`src/fss_pkg.sv`:
```
// Purpose: shared constants for the fault status summary link and both of its ends
// Assumes: one clock pclk at 250 MHz, active-low asynchronous reset presetn
// Notes:   command codes, bit positions and host register offsets live here only
//
// Overview of operation
// - Code 79h answers two-byte summary word.
// - Flags hold until cause gone and cleared.
// - Word low byte is the summary byte.
// - Bits 15-12 OR detailed; bit 11 inverts power_ok.
// - Bit 8 other event; bits 10:9 zero.
// - Code 7Ah answers output condition byte.
// - Output bit 5 low-voltage warning; rest zero.
// - Code 7Bh answers all-zero current byte.
// - Code 7Ch answers input condition byte.
// - Host uses summary to pick detailed reads.
// - Low byte: busy, switch off, UV, thermal, comms, other.
// - Input byte: OV, UV, OC, OP flags; bit 3 zero.
`default_nettype none
package fss_pkg;
    // ------------------------------------------------------------
    // link command codes
    // ------------------------------------------------------------
    localparam logic [7:0] CMD_SUMMARY_WORD = 8'h79;
    localparam logic [7:0] CMD_OUTPUT_COND  = 8'h7A;
    localparam logic [7:0] CMD_OUTCUR_COND  = 8'h7B;
    localparam logic [7:0] CMD_INPUT_COND   = 8'h7C;
    localparam logic [7:0] CMD_FAULT_CLEAR  = 8'h03;
    // ------------------------------------------------------------
    // summary word fields
    // ------------------------------------------------------------
    localparam int SW_OUTPUT  = 15;
    localparam int SW_OUTCUR  = 14;
    localparam int SW_INPUT   = 13;
    localparam int SW_VENDOR  = 12;
    localparam int SW_PGOODN  = 11;
    localparam int SW_OTHER   = 8;
    localparam int LB_BUSY    = 7;
    localparam int LB_SWOFF   = 6;
    localparam int LB_VINUV   = 3;
    localparam int LB_THERMAL = 2;
    localparam int LB_COMMS   = 1;
    localparam int LB_OTHER   = 0;
    localparam int OC_UVWARN  = 5;
    // latched bits of each byte; the others are live or reserved
    localparam logic [7:0] LOW_LATCH_MASK = 8'hC9;
    localparam logic [7:0] OUT_LATCH_MASK = 8'h20;
    localparam logic [7:0] IN_LATCH_MASK  = 8'hF7;
    localparam logic [7:0] OUTCUR_VALUE   = 8'h00;
    // ------------------------------------------------------------
    // host controller registers (byte offsets on APB)
    // ------------------------------------------------------------
    localparam logic [7:0] HR_CTRL     = 8'h00;
    localparam logic [7:0] HR_STAT     = 8'h04;
    localparam logic [7:0] HR_RDATA    = 8'h08;
    localparam logic [7:0] HR_IRQ_STAT = 8'h0C;
    localparam logic [7:0] HR_IRQ_MASK = 8'h10;
    localparam int CTRL_CODE_LSB  = 0;
    localparam int CTRL_WDATA_LSB = 8;
    localparam int CTRL_WRITE     = 16;
    localparam int CTRL_GO        = 31;
    localparam int STAT_BUSY      = 0;
    localparam int STAT_NACK      = 1;
    localparam int IRQ_DONE       = 0;
    localparam int IRQ_NACK       = 1;
    localparam logic [1:0] IRQ_RESET = 2'h0;
    // answer states of the device end
    typedef enum logic [1:0] {
        FSS_IDLE = 2'b01,
        FSS_HIGH = 2'b10
    } fss_dev_state_t;
endpackage
`default_nettype wire

```
`src/fss_link_if.sv`:
```
// Purpose: command and answer link between host controller and status device
// Assumes: both ends on pclk; one request outstanding at a time
// Notes:   answers come one byte per pulse, low byte first, last byte marked
`default_nettype none
interface fss_link_if;
    logic       req;      // host: one-cycle request strobe
    logic [7:0] code;     // host: command code
    logic       is_write; // host: write (send byte) instead of read
    logic [7:0] wdata;    // host: write data byte
    logic       rsp_valid; // dev: one-cycle byte strobe
    logic [7:0] rsp_byte;  // dev: answer byte
    logic       rsp_last;  // dev: last byte of the answer
    logic       rsp_nack;  // dev: code not known or write not to clear code, with the last strobe
    modport dev  (input req, code, is_write, wdata, output rsp_valid, rsp_byte, rsp_last, rsp_nack);
    modport host (output req, code, is_write, wdata, input rsp_valid, rsp_byte, rsp_last, rsp_nack);
endinterface
`default_nettype wire

```
`src/fss_dev.sv`:
```
// Purpose: status device end: latched fault flags and the read answers
// Assumes: condition inputs come from logic on pclk, so they pass no synchroniser
// Notes:   a read word is snapshot at the request so both bytes match
//
// The APB slave port was decided locally.
`default_nettype none
module fss_dev #(
    parameter logic [7:0] CLR_CODE = fss_pkg::CMD_FAULT_CLEAR
) (
    input  wire logic       pclk,            // clock
    input  wire logic       presetn,         // async reset, active low
    fss_link_if.dev         lnk,             // link to the host
    input  wire logic       busy_in,         // device busy
    input  wire logic       switch_off_in,   // pass switch turned off
    input  wire logic       vin_uv_flt_in,   // input undervoltage fault
    input  wire logic       thermal_any_in,  // some thermal register bit set
    input  wire logic       comms_any_in,    // some comms error bit set
    input  wire logic       vendor_any_in,   // some vendor register bit set
    input  wire logic       other_lo_in,     // event outside low byte bits
    input  wire logic       other_hi_in,     // event outside word bits 15:1
    input  wire logic       power_ok,        // power good, high when good
    input  wire logic       output_low_voltage_warn_in, // output low-voltage warning
    input  wire logic [7:0] input_cond_in,   // raw input conditions
    output logic      [15:0] summary_word_o, // registered copy of the word
    output logic            faults_cleared_o // pulse after a fault clear
);
    // ------------------------------------------------------------
    // raw set sources per byte
    // ------------------------------------------------------------
    logic [7:0] low_set;
    logic [7:0] out_set;
    logic [7:0] in_set;
    logic [7:0] low_now;
    logic [7:0] low_lat_ff;
    logic [7:0] out_ff;
    logic [7:0] in_ff;
    logic       other_hi_ff;
    logic       clr_ff;

    // map conditions onto their bit positions
    always_comb begin
        low_set = 8'h00;
        low_set[fss_pkg::LB_BUSY]    = busy_in;
        low_set[fss_pkg::LB_SWOFF]   = switch_off_in;
        low_set[fss_pkg::LB_VINUV]   = vin_uv_flt_in;
        low_set[fss_pkg::LB_THERMAL] = thermal_any_in;
        low_set[fss_pkg::LB_COMMS]   = comms_any_in;
        low_set[fss_pkg::LB_OTHER]   = other_lo_in;
        out_set = 8'h00;
        out_set[fss_pkg::OC_UVWARN]  = output_low_voltage_warn_in;
        in_set  = input_cond_in & fss_pkg::IN_LATCH_MASK;
    end

    // ------------------------------------------------------------
    // sticky flags
    // ------------------------------------------------------------
    // hold or set one byte; a set in the clear cycle wins, so a fault still present survives
    function automatic logic [7:0] hold_set(
        input logic [7:0] src,
        input logic [7:0] q,
        input logic       clr,
        input logic [7:0] keep
    );
        return (src | (q & ~{8{clr}})) & keep;
    endfunction

    // positions outside a mask stay zero in the flops
    always_ff @(posedge pclk or negedge presetn) begin
        if (!presetn) begin
            low_lat_ff  <= 8'h00;
            out_ff      <= 8'h00;
            in_ff       <= 8'h00;
            other_hi_ff <= 1'b0;
        end else begin
            low_lat_ff  <= hold_set(low_set, low_lat_ff, clr_ff, fss_pkg::LOW_LATCH_MASK);
            out_ff      <= hold_set(out_set, out_ff, clr_ff, fss_pkg::OUT_LATCH_MASK);
            in_ff       <= hold_set(in_set, in_ff, clr_ff, fss_pkg::IN_LATCH_MASK);
            other_hi_ff <= other_hi_in | (other_hi_ff & ~clr_ff);
        end
    end

    // thermal and comms bits mirror their own detail registers
    assign low_now = low_lat_ff | (low_set & ~fss_pkg::LOW_LATCH_MASK);

    // ------------------------------------------------------------
    // summary word assembly
    // ------------------------------------------------------------
    // built from live ORs, so aggregate bits drop the same cycle as detail
    function automatic logic [15:0] build_word(
        input logic [7:0] lo,
        input logic [7:0] oc,
        input logic [7:0] ic,
        input logic       vend,
        input logic       pok,
        input logic       oth
    );
        logic [15:0] w;
        w = {8'h00, lo};
        w[fss_pkg::SW_OUTPUT] = |oc;
        w[fss_pkg::SW_OUTCUR] = |fss_pkg::OUTCUR_VALUE;
        w[fss_pkg::SW_INPUT]  = |ic;
        w[fss_pkg::SW_VENDOR] = vend;
        w[fss_pkg::SW_PGOODN] = ~pok;
        w[fss_pkg::SW_OTHER]  = oth;
        return w;                                       // bits 10:9 stay zero
    endfunction

    logic [15:0] word_now;
    assign word_now = build_word(low_now, out_ff, in_ff, vendor_any_in, power_ok, other_hi_ff);

    // registered copy for the local side
    always_ff @(posedge pclk or negedge presetn) begin
        if (!presetn) begin
            summary_word_o <= 16'h0000;
        end else begin
            summary_word_o <= word_now;
        end
    end

    // ------------------------------------------------------------
    // command handling
    // ------------------------------------------------------------
    fss_pkg::fss_dev_state_t state_ff;
    logic [7:0] hi_byte_ff;
    logic       rsp_valid_ff;
    logic [7:0] rsp_byte_ff;
    logic       rsp_last_ff;
    logic       rsp_nack_ff;

    // fault clear strobe; writes to status codes fall through and touch nothing
    always_ff @(posedge pclk or negedge presetn) begin
        if (!presetn) begin
            clr_ff <= 1'b0;
        end else begin
            clr_ff <= lnk.req & lnk.is_write & (lnk.code == CLR_CODE);
        end
    end

    always_ff @(posedge pclk or negedge presetn) begin
        if (!presetn) begin
            faults_cleared_o <= 1'b0;
        end else begin
            faults_cleared_o <= clr_ff;
        end
    end

    // answer sequencer: first byte the cycle after the request
    always_ff @(posedge pclk or negedge presetn) begin
        if (!presetn) begin
            state_ff     <= fss_pkg::FSS_IDLE;
            hi_byte_ff   <= 8'h00;
            rsp_valid_ff <= 1'b0;
            rsp_byte_ff  <= 8'h00;
            rsp_last_ff  <= 1'b0;
            rsp_nack_ff  <= 1'b0;
        end else begin
            rsp_valid_ff <= 1'b0;
            rsp_last_ff  <= 1'b0;
            rsp_nack_ff  <= 1'b0;
            rsp_byte_ff  <= 8'h00;
            case (state_ff)
                fss_pkg::FSS_IDLE: begin
                    if (lnk.req) begin
                        rsp_valid_ff <= 1'b1;
                        rsp_last_ff  <= 1'b1;
                        if (lnk.is_write) begin
                            // only the clear code is acknowledged and acts; other writes get nack
                            rsp_nack_ff <= (lnk.code != CLR_CODE);
                        end else begin
                            case (lnk.code)
                                fss_pkg::CMD_SUMMARY_WORD: begin
                                    rsp_byte_ff <= word_now[7:0];
                                    hi_byte_ff  <= word_now[15:8];
                                    rsp_last_ff <= 1'b0;
                                    state_ff    <= fss_pkg::FSS_HIGH;
                                end
                                fss_pkg::CMD_OUTPUT_COND: begin
                                    rsp_byte_ff <= out_ff;
                                end
                                fss_pkg::CMD_OUTCUR_COND: begin
                                    rsp_byte_ff <= fss_pkg::OUTCUR_VALUE;
                                end
                                fss_pkg::CMD_INPUT_COND: begin
                                    rsp_byte_ff <= in_ff;
                                end
                                default: begin
                                    rsp_nack_ff <= 1'b1;
                                end
                            endcase
                        end
                    end
                end
                fss_pkg::FSS_HIGH: begin
                    // requests here break the one-outstanding contract and get no answer; a clear write still acts
                    rsp_valid_ff <= 1'b1;
                    rsp_byte_ff  <= hi_byte_ff;
                    rsp_last_ff  <= 1'b1;
                    state_ff     <= fss_pkg::FSS_IDLE;
                end
                default: begin
                    state_ff <= fss_pkg::FSS_IDLE;
                end
            endcase
        end
    end

    // link outputs straight from flops
    assign lnk.rsp_valid = rsp_valid_ff;
    assign lnk.rsp_byte  = rsp_byte_ff;
    assign lnk.rsp_last  = rsp_last_ff;
    assign lnk.rsp_nack  = rsp_nack_ff;
endmodule
`default_nettype wire

```
`src/flat_wrapper.sv`:
```
// flat-port wrapper written by rule: the top's interface ports become plain ports
module fss_dev_flat 
#(
    parameter logic [7:0] CLR_CODE = fss_pkg::CMD_FAULT_CLEAR
)
  (pclk, presetn, busy_in, switch_off_in, vin_uv_flt_in, thermal_any_in, comms_any_in, vendor_any_in, other_lo_in, other_hi_in, power_ok, output_low_voltage_warn_in, input_cond_in, summary_word_o, faults_cleared_o, lnk_req, lnk_code, lnk_is_write, lnk_wdata, lnk_rsp_valid, lnk_rsp_byte, lnk_rsp_last, lnk_rsp_nack);
  fss_link_if lnk_i ();
  input  wire logic pclk;
  input  wire logic presetn;
  input  wire logic busy_in;
  input  wire logic switch_off_in;
  input  wire logic vin_uv_flt_in;
  input  wire logic thermal_any_in;
  input  wire logic comms_any_in;
  input  wire logic vendor_any_in;
  input  wire logic other_lo_in;
  input  wire logic other_hi_in;
  input  wire logic power_ok;
  input  wire logic output_low_voltage_warn_in;
  input  wire logic [7:0] input_cond_in;
  output logic      [15:0] summary_word_o;
  output logic faults_cleared_o;
  input wire logic [$bits(lnk_i.req)-1:0] lnk_req;
  input wire logic [$bits(lnk_i.code)-1:0] lnk_code;
  input wire logic [$bits(lnk_i.is_write)-1:0] lnk_is_write;
  input wire logic [$bits(lnk_i.wdata)-1:0] lnk_wdata;
  output wire logic [$bits(lnk_i.rsp_valid)-1:0] lnk_rsp_valid;
  output wire logic [$bits(lnk_i.rsp_byte)-1:0] lnk_rsp_byte;
  output wire logic [$bits(lnk_i.rsp_last)-1:0] lnk_rsp_last;
  output wire logic [$bits(lnk_i.rsp_nack)-1:0] lnk_rsp_nack;
  assign lnk_i.req = lnk_req;
  assign lnk_i.code = lnk_code;
  assign lnk_i.is_write = lnk_is_write;
  assign lnk_i.wdata = lnk_wdata;
  assign lnk_rsp_valid = lnk_i.rsp_valid;
  assign lnk_rsp_byte = lnk_i.rsp_byte;
  assign lnk_rsp_last = lnk_i.rsp_last;
  assign lnk_rsp_nack = lnk_i.rsp_nack;
  fss_dev #(.CLR_CODE(CLR_CODE)) u_core (.pclk(pclk), .presetn(presetn), .lnk(lnk_i), .busy_in(busy_in), .switch_off_in(switch_off_in), .vin_uv_flt_in(vin_uv_flt_in), .thermal_any_in(thermal_any_in), .comms_any_in(comms_any_in), .vendor_any_in(vendor_any_in), .other_lo_in(other_lo_in), .other_hi_in(other_hi_in), .power_ok(power_ok), .output_low_voltage_warn_in(output_low_voltage_warn_in), .input_cond_in(input_cond_in), .summary_word_o(summary_word_o), .faults_cleared_o(faults_cleared_o));
endmodule
```
`config.mk`:
```
export PLATFORM = sky130hd
export DESIGN_NAME = fss_dev_flat
export DESIGN_NICKNAME = d
export VERILOG_FILES = /design/src/fss_pkg.sv /design/src/fss_link_if.sv /design/src/fss_dev.sv /design/src/flat_wrapper.sv
export SDC_FILE = /design/constraint.sdc
export NUM_CORES = 1
export LEC_CHECK = 0
export ABC_AREA = 1
export BUFFER_PORTS_ARGS = -buffer_cell sky130_fd_sc_hd__buf_4
export CORE_UTILIZATION = 48
export DETAILED_ROUTE_END_ITERATION = 8
export MAX_ROUTING_LAYER = met4
export PLACE_DENSITY = 0.76
export SLEW_MARGIN = 10
export SYNTH_ARGS = -nofsm -noshare
export SYNTH_HDL_FRONTEND = slang
export SYNTH_SLANG_ARGS = --single-unit
```
`constraint.sdc`:
```
create_clock -name pclk -period 2.1 [get_ports pclk]
set_clock_uncertainty 0.15 [all_clocks]
set_input_delay 0.105 -clock pclk [delete_from_list [all_inputs] [get_ports pclk]]
set_output_delay 0.105 -clock pclk [all_outputs]
set_load 0.02 [all_outputs]
```
# Word-level counts from Yosys, hierarchy flattened
# Index checks and enable logic that the tools add are counted.
[word_totals]
reg_bits = 46
output_inout_bits = 28
word_cells = 61
[classes]
eq_ne = 11
n_mux = 18
bitwise = 15
reduce_logical = 4
[op_table]
columns = ["op", "n"]
rows = [
  ["$eq 8x7->1 const B", 4],
  ["$pmux 8 s3", 1],
  ["$and 8x8->8", 2],
  ["$mux 8", 2],
  ["$or 8x8->8", 2],
  ["$pmux 8 s2", 1],
  ["$eq 8x2->1 const B", 1],
  ["$mux 1", 8],
  ["$mux 2", 4],
  ["$ne 8x2->1 const B", 1],
  ["$not 8->8", 1],
  ["$or 8x3->8", 1],
  ["$reduce_or 7->1", 1],
  ["$and 6x6->6", 1],
  ["$ne 2x2->1 const B", 3],
  ["$or 6x6->6", 1],
  ["$pmux 1 s2", 2],
  ["$reduce_and 4->1", 1],
  ["$reduce_or 4->1", 1],
  ["$and 1x1->1", 3],
  ["$not 1->1", 3],
  ["$reduce_and 3->1", 1],
  ["$eq 2x1->1 const B", 1],
  ["$eq 2x2->1 const B", 1],
  ["$or 1x1->1", 1],
]

# Depth between registers and ports, before layout
# Gate-level depths: netlist of run 1.
[depth]
depth_word = 6
mapped_depth = 9
ltp_nobuf = 9

# Worst setup path after synthesis of run 1
# Ideal clock, no wire load.
[synth_path]
path_type = "reg2reg"
startpoint = "register u_core.state_ff[0]"
endpoint = "register u_core.hi_byte_ff[0]"
setup_time_ns = 0.117
arrival_ns = 1.299
t_required_ns = 1.833
setup_slack_ns = 0.534
stages_incl_launch_ff = 9
path_buffers = 0
synth_period_minus_slack_ns = 1.566
path_cell_list = "dfstp_2 ha_1 nand2_1 nor2_1 inv_1 nor2_8 inv_4 nand2_1 o21ai_2"
[synth_between]
elab_chain_len = 2
[synth_lines]
columns = ["item", "line", "rtl"]
rows = [
  ["start: declaration", "fss_dev.sv:123", "fss_pkg::fss_dev_state_t state_ff;"],
  ["start signal: assignment", "fss_dev.sv:150", "state_ff <= fss_pkg::FSS_IDLE;"],
  ["start signal: assignment", "fss_dev.sv:175", "state_ff <= fss_pkg::FSS_HIGH;"],
  ["start signal: assignment", "fss_dev.sv:198", "state_ff <= fss_pkg::FSS_IDLE;"],
  ["$eq 2x1->1", "fss_dev.sv:161", "case (state_ff)"],
  ["$reduce_and 4->1 (no source line)", "n/a", ""],
  ["end signal: assignment", "fss_dev.sv:173", "hi_byte_ff <= word_now[15:8];"],
  ["end: declaration", "fss_dev.sv:124", "logic [7:0] hi_byte_ff;"],
]
# No other way between the ends.
# A chain may end at the register's enable or synchronous reset.

# Worst setup path after layout of run 1
# Ends and elaborated chain as after synthesis.

==> results by group, run 1 <==
Setup path
  • Worst R2R Start: u_core.state_ff[0]
  • Crit path depth: 8
  • CP max FO: 10
  • Setup crit end kind: flop
  • Bufs and invs on worst path: 2
  • CP Launch Type: flop
  • Cell mode on critical path: nand2_1
  • Worst setup path start: u_core.state_ff[0]
  • Reg2reg end: u_core.hi_byte_ff[0]
  • CP Capture Point: u_core.hi_byte_ff[0]
  • Crit-path max cell delay: 0.56 ns
  • Req. time, crit path: 2.14 ns
  • CP delay by family, top: flip-flops
  • Critical path, cell by cell: ha_1, nand2_1, nor2_1, inv_1, nor2_8, inv_4, nand2_1, o21ai_2
  • Reg2Reg Setup Slack: 0.39 ns
  • WS Path Type: flop to flop
  • Crit path max-delay cell type: dfstp_2
  • Worst Path Arrival: 1.74 ns
  • Register-to-Register Path Depth: 8

Routing
  • Total number of vias: 1,411
  • DR vias/cell: 4.54
  • DRT antenna net count: 0
  • Pre-antenna DRT Iters: 4
  • Number of remaining DRC errors: 0
  • Wirelength, routed: 3630 µm
  • Initial DRC count: 69
  • Wire per inst: 11.7 µm

Power
  • Power share of the combinational group: 0.109
  • Sw Pwr: 376 µW
  • Maximum VDD drop: 0.000484 V
  • Sw Ratio: 0.224
  • Lkg Pwr: 0.00145 µW
  • Power share of the clock group: 0.374
  • Internal Power: 1310 µW
  • Sequential power share: 0.517
  • Power Dens Cells: 648 nW/µm²

Min path
  • Hold Crit Depth: 5
  • Worst hold path class: input port to flop

STA
  • Worst-margin pin slew: 0.523 ns
  • Sum Neg Setup Slack: 0 ns
  • Unrepaired setup endpoints after global routing: no
  • Setup ws final: 0.395 ns
  • Hold slack: 0.0541 ns
  • FMAX: 586 MHz
  • Slew headroom: 0.651
  • Tmin final: 1.71 ns
  • Hold Vio Cnt, Final: 0
  • Setup-failing EPs final: 0
  • Final Max Tran Viols: 0
  • Period utilization: 0.812

Clock tree
  • CTS resizes: 0
  • CTS tree: done
  • Clock Latency Late Sink: 0.29 ns
  • Clock tree root buffer cell: clkbuf_8
  • Post-CTS setup buffer count: 0
  • CTS buffer count: 5
  • Reg clk slew, reported paths: 0.08 ns
  • Hold buffers post-CTS: 21
  • CTS Buffer Depth: 2
  • Sink Count: 44
  • H-tree lvl count: 2

Die
  • Height of the die: 64.2 µm
  • Die area: 4120 µm²
  • FP Rows: 22
  • Initial Util: 0.504
  • # IOs: 66
  • Core area: 3690 µm²
  • Die W: 64.2 µm

Logic synthesis
  • Synth unique cells: 25
  • Synth Instances: 185
  • Yosys Warn Count: 0
  • Synth top area cells: dfrtp_1 (58%), nand2_1 (6.9%), inv_1 (5.5%)
  • Register area share after synthesis: 0.593
  • Synthesized area: 1860 µm²
  • Syn avg cell area: 10.0 µm²
  • Synth Register Bits: 44
  • Top cell type's share of synthesized area: 0.579
  • Post-synth top area cell: dfrtp_1

Cells and area
  • Filler Cell Count: 309
  • Inserted Diodes: 0
  • Share of cells above drive strength 1: 0.327
  • Area Overhead vs Synth: 39.7%
  • Fin nets: 302

Global route
  • Total gr overflow: 0
  • First-pass GRT wire length: 6270 µm
  • Largest net degree at the start of global routing: 45
  • Vias in the first global route: 1,407
  • GRT Util Overall: 0.210
  • Initial antenna violation count: 0

Place
  • Post-place setup slack: 0.404 ns
  • DP HPWL: 2350 µm
  • I/O Buffers: 51
  • Gpl congestion: 0.785

Run status
  • Status: completed

Run
  • Max Cap Viol: 0
==> power groups by stage <==
| stage | Combinational [µW] | Clock, µW | Sequential, µW |
|---|---|---|---|
| finish | 183 | 629 | 870 |
| CTS | 184 | 644 | 870 |
| floorplan | 62.0 | 0 | 900 |
| global route | 202 | 689 | 871 |
| global placement | 152 | 0 | 886 |
| detailed placement | 154 | 0 | 887 |
==> cell usage in the layout (no fill, tap or decap) <==
cell type	netlist	routed
buf_4	5	51
dfrtp_1	43	43
nand2_1	34	34
inv_1	27	27
dlygate4sd3_1	0	21
nand3_1	14	14
o21bai_1	13	13
nor2_1	11	11
nand2_2	7	7
conb_1	1	5
clkbuf_8	0	5
a21oi_2	4	4
o21ai_2	4	4
nor2_2	3	3
inv_2	3	3
nor3_1	3	3
nor2_8	2	2
ha_1	2	2
nand2_4	1	1
nand3_2	1	1
o21ai_1	1	1
nand4_1	1	1
a21oi_1	1	1
inv_4	1	1
o21ai_0	1	1
clkinv_2	0	1
clkinvlp_4	0	1
bufinv_16	0	1
dfstp_2	1	1
==> worst reg2reg max path: cells and delay by family, from the launching register on <==
family	cells	cell delay, ns
DFF	1	0.56
and+or+nand+nor	4	0.46
buffers and inverters	2	0.23
adders and majority gates	1	0.16
AOI/OAI and AO/OA	1	0.05
==> worst min path at each step <==
stage	endpoint	start
finish	u_core.lnk.rsp_nack	lnk_code[5]
CTS	u_core.lnk.rsp_nack	lnk_code[5]
floorplan	u_core.clr_ff	presetn
detailed placement	u_core.lnk.rsp_last	presetn
global placement	u_core.lnk.rsp_last	presetn
global route	u_core.lnk.rsp_nack	lnk_code[5]
==> layout make-up <==
| type | instances | area [µm²] | share of cell area |
|---|---|---|---|
| Sequential cell | 44 | 1100 | 0.425 |
| Multi-Input combinational cell | 108 | 611 | 0.235 |
| Timing Repair Buffer | 72 | 593 | 0.228 |
| Inverter | 31 | 119 | 0.0458 |
| Clock buffer | 5 | 68.8 | 0.0265 |
| Tap cell | 48 | 60.1 | 0.0231 |
| Clock inverter | 3 | 42.5 | 0.0164 |
==> cells by family (layout without fill, tap and decap cells) <==
group / Yosys count / in the layout / share of synthesized area
and+or+nand+nor: 77 / 77 / 0.207
buffers and inverters: 37 / 111 / 0.0862
DFF: 44 / 44 / 0.593
other: 1 / 5 / 0.00202
AOI/OAI and AO/OA: 24 / 24 / 0.0983
adders and majority gates: 2 / 2 / 0.0135
==> per-stage QoR <==
stage	power, µW	cell area, µm²	util	instances
final	1680	2600	0.704	311
after floorplan	962	1870	-	189
after global placement	1040	2270	0.617	282
after global routing	1760	2600	0.704	311
after detailed placement	1040	2270	0.617	282
after CTS	1700	2600	0.704	311
==> sequential cells by signal, indices dropped and copies added (netlist names) <==
register,count
u_core.hi_byte_ff,5
u_core.summary_word_o,11
u_core.state_ff,2
u_core.low_lat_ff,4
u_core.in_ff,7
u_core.other_hi_ff,1
u_core.lnk.rsp_nack,1
u_core.out_ff,1
u_core.clr_ff,1
u_core.lnk.rsp_byte,8
u_core.lnk.rsp_last,1
u_core.lnk.rsp_valid,1
u_core.faults_cleared_o,1
==> Yosys cell counts (all sizes together) <==
cell type	n
nand4	1
o21bai	13
dfrtp	43
a21oi	5
inv	31
ha	2
conb	1
o21ai	6
nand3	15
nand2	42
nor3	3
nor2	16
buf	5
clkbuf	1
dfstp	1
==> metal layers <==
layer,vias up,GRT usage,routed length [µm]
met1,648,0.267,1740
li1,719,-,-
met3,4,0.0518,154
met4,0,0.0583,44
met5,-,-,0
met2,40,0.335,1690
(Power assumes the default switching activity.)
==> run 2, diff against run 1 <==
- CORE_UTILIZATION: 48 -> 44
- PLACE_DENSITY: 0.76 -> 0.74
- clock period: 2.1 -> 1.5 ns (I/O delays scaled with it)
==> run 2 against run 1 <==
- the run now ends with setup timing left
- register-to-register slack worse by 0.43 ns
- routed wire length is 7.4% higher
- die area is 8.8% higher
- first-iteration DRC count is 13% lower
- count of clock-buffer cells in the layout is 1 higher
- critical endpoint unchanged
- largest power group unchanged
- highest routed layer unchanged
==> results by group, run 2 (synthesis gave the netlist of run 1 again) <==
Place
  • Area after DPL: 2320 µm²
  • I/O Buffers: 51
  • Gpl congestion: 0.856
  • DP HPWL: 2570 µm
  • Placed cells: 290
  • Post-place setup slack: -0.104 ns

Clock tree
  • CTS buffer count: 5
  • Clock Latency Late Sink: 0.29 ns
  • Sink Count: 44
  • CTS tree: done
  • H-tree lvl count: 2
  • Clock tree root buffer cell: clkbuf_8
  • CTS Buffer Depth: 2
  • Reg clk slew, reported paths: 0.08 ns

Cells and area
  • Flip-flop count of the largest register after layout: 11
  • Share of cells above drive strength 1: 0.391
  • Most common library cell in the layout ignoring fill and taps: buf_4
  • Commonest non-fill, non-tap cells in the layout: buf_4 (56), dfrtp_1 (43), nand2_1 (30)
  • Largest Register: u_core.summary_word_o
  • Area Overhead vs Synth: 50.0%
  • Inserted Diodes: 0
  • Fin nets: 315
  • Filler Cell Count: 324
  • Design Area, Final: 2790 µm²
  • Post-Layout Cell Count: 326

Power
  • Tot Pwr: 2280 µW
  • Maximum VDD drop: 0.000499 V
  • Lkg Pwr: 0.00153 µW
  • Power Dens Cells: 818 nW/µm²

Run status
  • Status: complete, but fails checks
  • Failing checks: setup timing

STA
  • Setup-failing EPs final: 10
  • Tmin final: 1.54 ns
  • Unrepaired setup endpoints after global routing: yes
  • Period utilization: 1.03
  • Worst-margin pin slew: 0.528 ns
  • Setup ws final: -0.0380 ns
  • Hold Vio Cnt, Final: 0
  • Slew headroom: 0.648
  • Final Max Tran Viols: 0
  • FMAX: 650 MHz

Global route
  • Total gr overflow: 0
  • Initial antenna violation count: 0
  • First-pass GRT wire length: 6260 µm
  • Largest net degree at the start of global routing: 45
  • Vias in the first global route: 1,370
  • GRT Util Overall: 0.200

Die
  • Die area: 4490 µm²
  • # IOs: 66
  • Height of the die: 67.0 µm
  • FP Rows: 23
  • Core area: 4030 µm²
  • Die W: 67.0 µm
  • Initial Util: 0.461

Routing
  • Initial DRC count: 60
  • DR vias/cell: 4.58
  • Pre-antenna DRT Iters: 4
  • Total number of vias: 1,493
  • Wirelength, routed: 3900 µm
  • Wire per inst: 12.0 µm
  • DRT antenna net count: 0
  • Number of remaining DRC errors: 0

Setup path
  • Worst Path Arrival: 1.57 ns
  • CP Launch Type: flop
  • CP max FO: 5
  • Setup crit end kind: flop
  • Req. time, crit path: 1.54 ns
  • WS Path Type: flop to flop

Run
  • Max Cap Viol: 0

Min path
  • Worst hold path class: input port to flop
-- run 2: final timing paths --
path / from / cells after the start / slack (ns) / endpoint
setup reg to reg: u_core.state_ff[0] / 8 / -0.04 / u_core.hi_byte_ff[0]
setup / recovery: u_core.state_ff[0] / 8 / -0.04 / u_core.hi_byte_ff[0]
hold / removal: lnk_code[0] / 5 / 0.03 / u_core.clr_ff
min in group asynchronous: presetn / 2 / 0.14 / u_core.lnk.rsp_byte[4]
hold reg to reg: u_core.other_hi_ff / 0 / 0.23 / u_core.summary_word_o[8]
max in group asynchronous: presetn / 2 / 0.68 / u_core.state_ff[0]
-- run 2: where the power goes --
part | switching, µW | leakage [µW] | internal [µW]
registers | 10.9 | 0.000491 | 1210
logic | 152 | 0.000987 | 163
clock network | 377 | 0.0000510 | 367
total | 540 | 0.00153 | 1740
-- run 2: metrics by stage --
| stage | util | hold WS, ns | setup TNS (ns) |
|---|---|---|---|
| finish | 0.692 | 0.0312 | -0.232 |
| global route | 0.692 | 0.0540 | -1.07 |
| CTS | 0.681 | 0.0319 | -0.280 |
| detailed placement | 0.577 | -0.0495 | -1.05 |
| global placement | 0.577 | -0.0524 | -0.473 |
| floorplan | - | -0.371 | -0.0714 |
-- run 2: routing by layer --
metal | GRT usage | vias to the layer above | wire, µm
met5 | - | - | 0
met4 | 0.0718 | 0 | 63
met3 | 0.0479 | 6 | 192
met2 | 0.313 | 47 | 1910
met1 | 0.251 | 697 | 1740
li1 | - | 743 | -
-- run 2: cell type report --
cell class	instances	area (µm²)	share of cell area
sequential	44	1100	0.396
timing repair buffer	84	703	0.252
multi-input combinational	108	696	0.250
inverter	31	124	0.0445
clock buffer	6	82.6	0.0296
tap	50	62.6	0.0225
clock inverter	2	10.0	0.00359
timing repair inverter	1	6.26	0.00225
-- run 2: timing repair --
action	4_1_cts	5_1_grt
endpoints found under the setup margin	16	17
setup buffers	0	1
hold buffers	26	0
gates resized for setup	15	10
endpoints found under the hold margin	68	0
pin swaps	4	4
gates cloned	1	0
-- run 2: worst max-delay path, stage by stage (launching register included) --
cell and delay [ns]:
dfstp_2 0.57, ha_4 0.15, nand2_4 0.05, nor2_4 0.12
inv_4 0.07, nor2_8 0.16, inv_6 0.06, nand2_2 0.06
o21ai_2 0.05
